[config.mk]
export PLATFORM = sky130hd
export DESIGN_NAME = tce_top
export DESIGN_NICKNAME = d
export VERILOG_FILES = /design/src/hdl/tce_pkg.sv /design/src/hdl/tce_top.sv /design/src/hdl/tce_sync.sv
export SDC_FILE = /design/constraint.sdc
export NUM_CORES = 1
export LEC_CHECK = 0
export ABC_AREA = 1
export BUFFER_PORTS_ARGS = -buffer_cell sky130_fd_sc_hd__buf_4
export CAP_MARGIN = 20
export CORE_MARGIN = 2
export CORE_UTILIZATION = 25
export DETAILED_ROUTE_END_ITERATION = 16
export GPL_ROUTABILITY_DRIVEN = 0
export PLACE_DENSITY = 0.48
export SLEW_MARGIN = 0
export SYNTH_ARGS = -nofsm -noshare
export SYNTH_HDL_FRONTEND = slang
export SYNTH_SLANG_ARGS = --single-unit
[constraint.sdc]
create_clock -name mclk -period 3.35 [get_ports mclk]
set_input_delay 0.1675 -clock mclk [delete_from_list [all_inputs] [get_ports mclk]]
set_output_delay 0.1675 -clock mclk [all_outputs]
set_load 0.02 [all_outputs]
[src/hdl/tce_pkg.sv]
// How it works
// - Each trigger input owns a 4-bit mask, one bit per channel, in bits 3:0.
// - Input 1 firing raises events only on channels enabled in its mask.
// - Input 2 firing raises events only on channels enabled in its mask.
// - Input 3 firing raises events only on channels enabled in its mask.
// - Input 4 firing raises events only on channels enabled in its mask.
// - Masks never gate the software set, clear and pulse channel events.
// - Input 0 uses the same scheme with its own mask.
package tce_pkg;
    localparam int NUM_CHAN = 4;
    localparam int NUM_TRIG = 5;
    localparam int ADDR_W = 8;
    localparam int DATA_W = 32;
    // Register byte offsets, one word per trigger mask
    localparam logic [7:0] TRIGGER0_CHANNEL_MASK_OFS = 8'h00;
    localparam logic [7:0] TRIGGER1_CHANNEL_MASK_OFS = 8'h04;
    localparam logic [7:0] TRIGGER2_CHANNEL_MASK_OFS = 8'h08;
    localparam logic [7:0] TRIGGER3_CHANNEL_MASK_OFS = 8'h0C;
    localparam logic [7:0] TRIGGER4_CHANNEL_MASK_OFS = 8'h10;
    localparam logic [7:0] APP_SET_OFS = 8'h14;
    localparam logic [7:0] APP_CLEAR_OFS = 8'h18;
    localparam logic [7:0] APP_PULSE_OFS = 8'h1C;
    localparam logic [7:0] TRIG_STATUS_OFS = 8'h20;
    localparam logic [7:0] CHAN_STATUS_OFS = 8'h24;
    localparam logic [7:0] WORD_STRIDE = 8'h04;
    localparam logic [3:0] MASK_RESET = 4'h0;
    localparam logic [3:0] APP_RESET = 4'h0;
    localparam logic [31:0] UNMAPPED_READ = 32'h0000_0000;
    typedef struct packed {
        logic [ADDR_W-1:0] addr;
        logic [DATA_W-1:0] wdata;
        logic wr;
        logic rd;
    } tce_bus_s;
endpackage : tce_pkg

[src/hdl/tce_top.sv]
// Trigger-to-channel enable bank with software channel events
//
// The placing of the registers and the strobed register port were left to the implementer.
module tce_top (
    input wire logic mclk,
    input wire logic sys_rst,
    input wire logic [tce_pkg::ADDR_W-1:0] reg_addr,
    input wire logic [tce_pkg::DATA_W-1:0] reg_wdata,
    input wire logic reg_wr,
    input wire logic reg_rd,
    output logic [tce_pkg::DATA_W-1:0] reg_rdata,
    input wire logic [tce_pkg::NUM_TRIG-1:0] trig_in,
    output logic [tce_pkg::NUM_CHAN-1:0] chan_event
);
    localparam int NC = tce_pkg::NUM_CHAN;
    localparam int NT = tce_pkg::NUM_TRIG;

    tce_pkg::tce_bus_s bus;
    assign bus = '{addr: reg_addr, wdata: reg_wdata, wr: reg_wr, rd: reg_rd};

    logic [NC-1:0] mask_reg [NT];
    logic [NC-1:0] app_reg;
    logic [NC-1:0] pulse_reg;
    logic [NC-1:0] event_reg;
    logic [tce_pkg::DATA_W-1:0] rdata_reg;
    logic [NT-1:0] trig_sync;

    // Trigger inputs come from another domain, so they are synchronised first
    tce_sync #(.WIDTH(NT)) u_sync (
        .mclk(mclk),
        .sys_rst(sys_rst),
        .din(trig_in),
        .dout(trig_sync)
    );

    // Address decode
    wire [NT-1:0] mask_sel;
    wire set_sel = bus.addr == tce_pkg::APP_SET_OFS;
    wire clr_sel = bus.addr == tce_pkg::APP_CLEAR_OFS;
    wire pls_sel = bus.addr == tce_pkg::APP_PULSE_OFS;
    wire tst_sel = bus.addr == tce_pkg::TRIG_STATUS_OFS;
    wire cst_sel = bus.addr == tce_pkg::CHAN_STATUS_OFS;

    // Per-input mask decode and routing; OR of enabled inputs per channel
    wire [NC-1:0] routed [NT];
    wire [NC-1:0] trig_or [NT+1];
    assign trig_or[0] = '0;
    genvar gi;
    generate
        for (gi = 0; gi < NT; gi++) begin : g_trig
            assign mask_sel[gi] = bus.addr ==
                8'(tce_pkg::TRIGGER0_CHANNEL_MASK_OFS + gi * tce_pkg::WORD_STRIDE);
            assign routed[gi] = {NC{trig_sync[gi]}} & mask_reg[gi];
            assign trig_or[gi+1] = trig_or[gi] | routed[gi];
            // Only bits 3:0 are stored; upper written bits fall away
            always_ff @(posedge mclk) begin
                if (sys_rst) begin
                    mask_reg[gi] <= tce_pkg::MASK_RESET;
                end else if (bus.wr && mask_sel[gi]) begin
                    mask_reg[gi] <= bus.wdata[NC-1:0];
                end
            end
        end
    endgenerate

    // Software path bypasses the masks entirely, so masks cannot block it
    wire [NC-1:0] sw_event = app_reg | pulse_reg;
    wire [NC-1:0] event_next = trig_or[NT] | sw_event;

    // Application set and clear; set wins a same-cycle clash
    wire [NC-1:0] set_bits = (bus.wr && set_sel) ? bus.wdata[NC-1:0] : '0;
    wire [NC-1:0] clr_bits = (bus.wr && clr_sel) ? bus.wdata[NC-1:0] : '0;
    wire [NC-1:0] app_next = set_bits | (app_reg & ~clr_bits);
    wire [NC-1:0] pulse_next = (bus.wr && pls_sel) ? bus.wdata[NC-1:0] : '0;

    always_ff @(posedge mclk) begin
        if (sys_rst) begin
            app_reg <= tce_pkg::APP_RESET;
            pulse_reg <= tce_pkg::APP_RESET;
            event_reg <= '0;
        end else begin
            app_reg <= app_next;
            pulse_reg <= pulse_next; // Self-clearing one-cycle pulse
            event_reg <= event_next;
        end
    end
    assign chan_event = event_reg;

    // Read mux: reserved bits and unmapped words read zero
    logic [NC-1:0] mask_rd;
    always_comb begin
        mask_rd = '0;
        for (int i = 0; i < NT; i++) begin
            if (mask_sel[i]) begin
                mask_rd = mask_reg[i];
            end
        end
    end
    wire any_mask = |mask_sel;
    wire [tce_pkg::DATA_W-1:0] rd_next =
        any_mask ? {{(tce_pkg::DATA_W-NC){1'b0}}, mask_rd} :
        set_sel ? {{(tce_pkg::DATA_W-NC){1'b0}}, app_reg} :
        tst_sel ? {{(tce_pkg::DATA_W-NT){1'b0}}, trig_sync} :
        cst_sel ? {{(tce_pkg::DATA_W-NC){1'b0}}, event_reg} :
        tce_pkg::UNMAPPED_READ;

    // Read data valid only in the cycle after the strobe
    always_ff @(posedge mclk) begin
        if (sys_rst) begin
            rdata_reg <= '0;
        end else begin
            rdata_reg <= bus.rd ? rd_next : '0;
        end
    end
    assign reg_rdata = rdata_reg;
endmodule : tce_top

[src/hdl/tce_sync.sv]
// Three-stage input synchroniser; a change counts once stages two and three agree
module tce_sync #(
    parameter int WIDTH = 5
) (
    input wire logic mclk,
    input wire logic sys_rst,
    input wire logic [WIDTH-1:0] din,
    output logic [WIDTH-1:0] dout
);
    logic [WIDTH-1:0] s1_reg;
    logic [WIDTH-1:0] s2_reg;
    logic [WIDTH-1:0] s3_reg;
    logic [WIDTH-1:0] out_reg;
    wire [WIDTH-1:0] agree = ~(s2_reg ^ s3_reg);

    // Stage one feeds only stage two
    always_ff @(posedge mclk) begin
        if (sys_rst) begin
            s1_reg <= '0;
            s2_reg <= '0;
            s3_reg <= '0;
            out_reg <= '0;
        end else begin
            s1_reg <= din;
            s2_reg <= s1_reg;
            s3_reg <= s2_reg;
            out_reg <= (agree & s3_reg) | (~agree & out_reg);
        end
    end
    assign dout = out_reg;
endmodule : tce_sync

== Word-level counts from Yosys, hierarchy flattened ==
Memory sizes are Yosys's and may differ from the RTL's.
Cells that the tools add are included.

* Output and inout bits: 36
* Input bits: 49
* Memories kept: 1
* Word-level logic and storage cells: 94
* Flip-flop bits (word level): 64
* Bits in writable memories: 20

{| class="wikitable"
|+ Memories
! memory !! depth !! bits a word !! read ports !! clocked after Yosys merged registers in !! write ports !! line !! text
|-
| mask_reg || 5 || 4 || 5 || 0 || 5 || tce_top.sv:21 || <nowiki>logic [NC-1:0] mask_reg [NT];</nowiki>
|}

* Equality and inequality tests: 9
* Reduce and logical (&&, ||, !) cells: 14
* Bitwise gates (word level): 27
* Mux-type cells: 33

{| class="wikitable"
|+ Operators with widths
! kind !! number
|-
| 2-to-1 mux 4 bit || 15
|-
| equality test 8 x 5 -> 1 bit, second input constant || 4
|-
| OR 4 bit || 7
|-
| AND 4 bit || 6
|-
| 2-to-1 mux 1 bit || 17
|-
| equality test 8 x 4 -> 1 bit, second input constant || 2
|-
| equality test 8 x 6 -> 1 bit, second input constant || 2
|-
| AND 5 bit || 2
|-
| inverter 5 bit || 2
|-
| OR reduction 9 bit || 1
|-
| equality test 8 x 3 -> 1 bit, second input constant || 1
|-
| logical AND 1 bit || 8
|-
| logical NOT 8 bit || 1
|-
| OR reduction 8 bit || 1
|-
| 2-to-1 mux 5 bit || 1
|-
| OR 1 bit || 5
|-
| OR 5 bit || 1
|-
| OR reduction 5 bit || 1
|-
| XOR 5 bit || 1
|-
| inverter 4 bit || 1
|-
| OR reduction 2 bit || 2
|-
| inverter 1 bit || 2
|}

== Logic depth before layout (Yosys ltp) ==
Gate-level depths: netlist of the first run.

* Word-level depth: 7
* Gate-level depth with buffers: 10
* Mapped depth without buffers: 9

== Cells and area by module ==
A second synthesis of the first run with hierarchy kept.

* Cells, all modules: 328
* Area total of the unflattened synthesis: 2,688.8 sq um

{| class="wikitable"
|+ Modules (own cells, without submodules)
! module !! sequential area each (sq um) !! cells an instance !! instances !! area an instance (sq um)
|-
| tce_top || 940.9 || 260 || 1 || 2,080.7
|-
| tce_sync || 400.4 || 68 || 1 || 608.1
|}

== Worst setup path before layout of the first run ==
Ideal clock, no wire load.

* Kind: input-to-reg
* From: in reg_addr[0] in the netlist's numbering
* To: mem mask_reg[3][0] in the netlist's numbering (enable)
* Cell stages on the path: 5
* Buffers on the path: 0
* Path slack: 2,030 ps
* Required time: 2,989 ps
* Arrival: 958 ps
* Library setup time: 361 ps
* Cell sequence: inv_1 -> nand2_1 -> nor3_2 -> nand2_1 -> o21ai_0

{| class="wikitable"
|+ RTL lines
! item !! line !! text
|-
| from (decl) || tce_top.sv:7 || <nowiki>input wire logic [tce_pkg::ADDR_W-1:0] reg_addr,</nowiki>
|-
| to (decl) || tce_top.sv:21 ||
|}

==> results of run 1 <==
## metrics by stage
step	instances	setup slack (ns)	area, um2	power (uW)
after floorplan	349	2.03	2700	848
after global routing	496	1.69	3020	1490
after CTS	496	1.90	3020	1450
after global placement	480	1.57	2840	860
after detailed placement	480	1.55	2840	862
final	496	1.84	3020	1430
## worst reg2reg max path, stage by stage (launching register included)
cell      delay (ns)
edfxtp_1        0.43
a22o_1          0.25
a21oi_1         0.20
a31oi_1         0.12
## where the power goes
group | internal (uW) | switching [uW]
sequential | 735 | 12.8
clock | 289 | 295
combinational | 25.2 | 73.0
## synth_stat cells (3+ instances only)
cell / n
nor2_2: 5
nand4_1: 3
dfxtp_1: 37
inv_1: 42
nand2_1: 45
a21oi_1: 15
nor2_1: 67
nand3_1: 29
o21ai_0: 9
buf_4: 28
edfxtp_1: 20
buf_2: 4
a31oi_1: 4
## kinds of logic after synthesis
kind of cell	Yosys count	synth area share (%)
simple gates	154	25.3
other cells	1	0.144
compound gates	33	7.22
flops	57	51.6
buf+inv	78	15.8
## worst max path at each step
stage,slack (ns),end,start,cells past startpoint
global placement,1.57,mask_reg[3][2]$_SDFFCE_PN0P_,reg_addr[7],6
finish,1.84,mask_reg[3][3]$_SDFFCE_PN0P_,reg_addr[0],6
CTS,1.90,mask_reg[3][3]$_SDFFCE_PN0P_,reg_addr[0],6
detailed placement,1.55,mask_reg[3][3]$_SDFFCE_PN0P_,reg_addr[0],6
floorplan,2.03,mask_reg[3][0]$_SDFFCE_PN0P_,reg_addr[0],5
global route,1.69,mask_reg[3][2]$_SDFFCE_PN0P_,reg_addr[7],6
## metal layers
layer	part of all wire, %	up-vias	wire [um]	global-route usage, %
met5	0	-	0	0
met3	7.4	14	465	2.58
met4	3.1	0	195	8.08
met1	45	932	2850	15.8
met2	44	89	2760	17.5
li1	-	1043	-	-
## cell type report
class	instances	area share, %
clock buffers	10	4.56
clock inverters	6	1.37
inverters	44	5.47
multi-input cells	214	31.4
flip-flops and latches	57	44.4
well taps	136	5.63
repair buffers	29	7.21
==> flow_summary.toml, run 1 <==
[worst_setup_path]
worstPathCellList = "buf_4, inv_1, nand2_1, nor3_2, nand2_1, o21ai_0"
start_kind = "input port"
worstPathArrival_ns = 1.48
worstPathMaxFanout = 5
crit_top_cell = "nand2_1"
r2r-start = "mask_reg[2][1]$_SDFFCE_PN0P_"
cp_slowest_cell = "o21ai_0"
crit_family = "compound AO/OA/AOI/OAI gates"
criticalPathCategory = "in -> reg"
end_kind = "register"
r2r_cells = 3
r2r_setup_slack_ns = 2.23
path_buf_inv = 2
max_stage_delay_ns = 0.60
cp.required_ns = 3.32
timing.rr.end = "chan_event[1]$_SDFF_PP0_"

[clock_network]
post_cts_resized = 0
cts.sinks = 57
holdBufCountCts = 0
cts_buffers = 9
postCtsSetupRepairBufs = 0
htreeDepth = 3
root_buffer = "clkbuf_8"
cts.clk_slew.worst_paths_ns = 0.07
clock_path_buffers = 2
clock_latency_ns = 0.34
cts_tree = "built"

[cells_and_area]
seq_area_um2 = 1340
layout-drive-gt1-share_pct = 15.6
final_core_util_pct = 29.5
nNetsFinal = 404
fill_cells = 1098
multi_input_area_um2 = 947
final_cell_mix = "nor2_1, nand2_1, inv_1"
num_antenna_cells = 0
layout_commonest_cell = "nor2_1"
area_growth_pct = 16.1
largest_reg_flops = 20

[synth]
syn_area_per_cell_um2 = 8.05
syn-instance-count = 323
ys_seq_elements = 57
yosys-top-cells-area = "dfxtp_1, edfxtp_1, nor2_1"
synthFlopType = "dfxtp_1"
synth-seq-area-share_pct = 51.6
ys_warn_count = 0
synth_area_um2 = 2600
synth-async-reset-ratio_pct = 0
ys_types = 25
synth_top_cell_area_share_pct = 28.5
synth_edf_count = 20
yosys.area.top_type = "dfxtp_1"

[worst_hold_path]
whs_path_depth = 3
hp-class = "in -> reg"
min_to = "u_sync.s1_reg[0]$_SDFF_PP0_"
holdCritStartpoint = "trig_in[0]"

[power]
vdd_drop_max_v = 0.000159
power.leakage_uw = 0.00132
p_per_area_nw_per_um2 = 474

[global_route]
antenna_found_initial = 0
grt_max_degree = 26
overflow = 0
grtUsageTotal_pct = 12.0
grt_pass1_wl_mm = 9.87
grt_pass1_vias = 1908

[timing]
max-slew-margin-rel_pct = 53.6
setup_tns_ns = 0
worst_pin_slew_ns = 0.688
post-route-period-util_pct = 45.0
finalSetupViolCount = 0
hold_slack_ns = 0.0252
fin_skew_ns = 0.00734
finalMaxSlewViolations = 0
rsz0062_at_grt = "no"
max_freq_mhz = 663
finalHoldViolCount = 0
period_needed_ns = 1.51

[placement]
dp_hpwl_mm = 4.48
io_buffers = 29

[die]
dieArea_um2 = 11200
core_area_um2 = 10200
ioPinCount = 85
die_x_um = 106
start_util_pct = 25.4
row_count = 37
fp.dieH_um = 106

[routing]
first_iter_violations = 100
postRouteAntennaNets = 0
vias = 2078
drc = 0
first_pass_iters = 4
viasPerCell = 4.19
wl_per_cell_um = 12.6
routed_wl_mm = 6.27

[flow_run]
cap_violations = 0

[run_status]
status = "completed"
Power figures use the tool's default switching activity.
==> inputs of run 2 (changes only) <==
==> constraint.sdc (replaced) <==
create_clock -name mclk -period 1.54 [get_ports mclk]
set_input_delay 0.077 -clock mclk [delete_from_list [all_inputs] [get_ports mclk]]
set_output_delay 0.077 -clock mclk [all_outputs]
set_load 0.02 [all_outputs]
==> flow_summary.toml, run 2 (synthesis gave the netlist of run 1 again) <==
[run_status]
status = "completed"

[cells_and_area]
fill_cells = 1111
seq_area_um2 = 1340
num_antenna_cells = 0
nNetsFinal = 417
final_core_util_pct = 30.7
layout_commonest_cell = "nor2_1"
final_cell_mix = "nor2_1, nand2_1, inv_1"
stdcell_count = 509
multi_input_area_um2 = 947
area_growth_pct = 20.9
largest_reg_flops = 20
layout-drive-gt1-share_pct = 16.6

[timing]
max-slew-margin-rel_pct = 65.6
finalSetupViolCount = 0
max_freq_mhz = 897
setup_tns_ns = 0
finalHoldViolCount = 0
post-route-period-util_pct = 72.4
period_needed_ns = 1.12
hold_slack_ns = 0.0175
worst_pin_slew_ns = 0.515
finalMaxSlewViolations = 0
fin_skew_ns = 0.0141
rsz0062_at_grt = "no"

[clock_network]
cts.clk_slew.worst_paths_ns = 0.06
cts_buffers = 9
postCtsSetupRepairBufs = 0
holdBufCountCts = 7
htreeDepth = 3
cts.sinks = 57
cts_tree = "built"
clock_latency_ns = 0.34
post_cts_resized = 0
clock_path_buffers = 2
root_buffer = "clkbuf_8"

[global_route]
grtUsageTotal_pct = 11.8
gr-usage-met3_pct = 3.31
grt_max_degree = 25
grt_pass1_vias = 1942
gr-usage-met1_pct = 15.3
gr-max-usage-layer = "met2"
grt_use_met2_pct = 17.1
antenna_found_initial = 0
grt_pass1_wl_mm = 9.80
overflow = 0

[placement]
placed_cells = 486
dp_hpwl_mm = 4.56
io_buffers = 29

[worst_setup_path]
r2r_setup_slack_ns = 0.42
worstPathMaxFanout = 2
cp.required_ns = 1.75
r2r-start = "mask_reg[2][1]$_SDFFCE_PN0P_"
timing.rr.end = "chan_event[1]$_SDFF_PP0_"
startpoint = "mask_reg[2][1]$_SDFFCE_PN0P_"
start_kind = "register"
r2r_cells = 3
worstPathArrival_ns = 1.32
end_kind = "register"
criticalPathCategory = "reg -> reg"

[die]
ioPinCount = 85
fp.dieH_um = 106
row_count = 37
core_area_um2 = 10200
dieArea_um2 = 11200
die_x_um = 106
start_util_pct = 25.4

[power]
p_per_area_nw_per_um2 = 1010
vdd_drop_max_v = 0.000335
p_total_uw = 3180
power.leakage_uw = 0.00139

[routing]
wl_per_cell_um = 12.2
vias = 2113
viasPerCell = 4.15
postRouteAntennaNets = 0
routed_wl_mm = 6.23
first_pass_iters = 4
first_iter_violations = 142
drc = 0

[worst_hold_path]
hp-class = "in -> reg"
whs_path_depth = 3
holdCritStartpoint = "reg_wdata[1]"
min_to = "app_reg[1]$_SDFF_PP0_"

[flow_run]
cap_violations = 0
[run 2: cell count changes in the layout (fill, tap and decap cells not counted), sizes merged]
cell,previous run,this run
buf,29,35
clkinv,3,4
dlygate4sd3,0,7
clkbuf,10,11
inv,46,45
clkinvlp,1,0
[run 2: power breakdown]
| part | internal, uW | switching, uW | total, uW |
|---|---|---|---|
| registers | 1600 | 27.5 | 1630 |
| clock network | 714 | 609 | 1320 |
| logic | 71.3 | 161 | 232 |
[run 2: area by class of cell]
| class | instances | share of cell area (%) |
|---|---|---|
| repair buffers | 42 | 10.6 |
| clock buffers | 11 | 5.17 |
| multi-input cells | 214 | 30.1 |
| well taps | 136 | 5.41 |
| inverters | 44 | 5.25 |
| clock inverters | 5 | 0.835 |
| flip-flops and latches | 57 | 42.6 |
[run 2: worst max path at each step]
stage / end / slack (ns)
2_1_floorplan: mask_reg[3][0]$_SDFFCE_PN0P_ / 0.31
3_3_place_gp: mask_reg[1][3]$_SDFFCE_PN0P_ / 0.21
3_5_place_dp: mask_reg[1][0]$_SDFFCE_PN0P_ / 0.20
4_1_cts: chan_event[1]$_SDFF_PP0_ / 0.45
5_1_grt: reg_rdata[2]$_SDFF_PP0_ / 0.39
6_report: chan_event[1]$_SDFF_PP0_ / 0.42
[run 2: critical path: stages (launching register included)]
cell and delay, ns:
edfxtp_1 0.44, a22o_1 0.25, a21oi_1 0.20, a31oi_1 0.10
[run 2: layer usage]
metal	part of all wire [%]	wire (um)
met5	0	0
met4	3.4	214
met3	9.9	617
met2	43	2700
met1	43	2690
[run 2: stage by stage]
stage                     setup WS, ns  area [um2]
after floorplan                  0.311        2700
after global placement           0.212        2890
after detailed placement         0.204        2890
after CTS                        0.452        3150
after global routing             0.386        3150
final                            0.425        3150
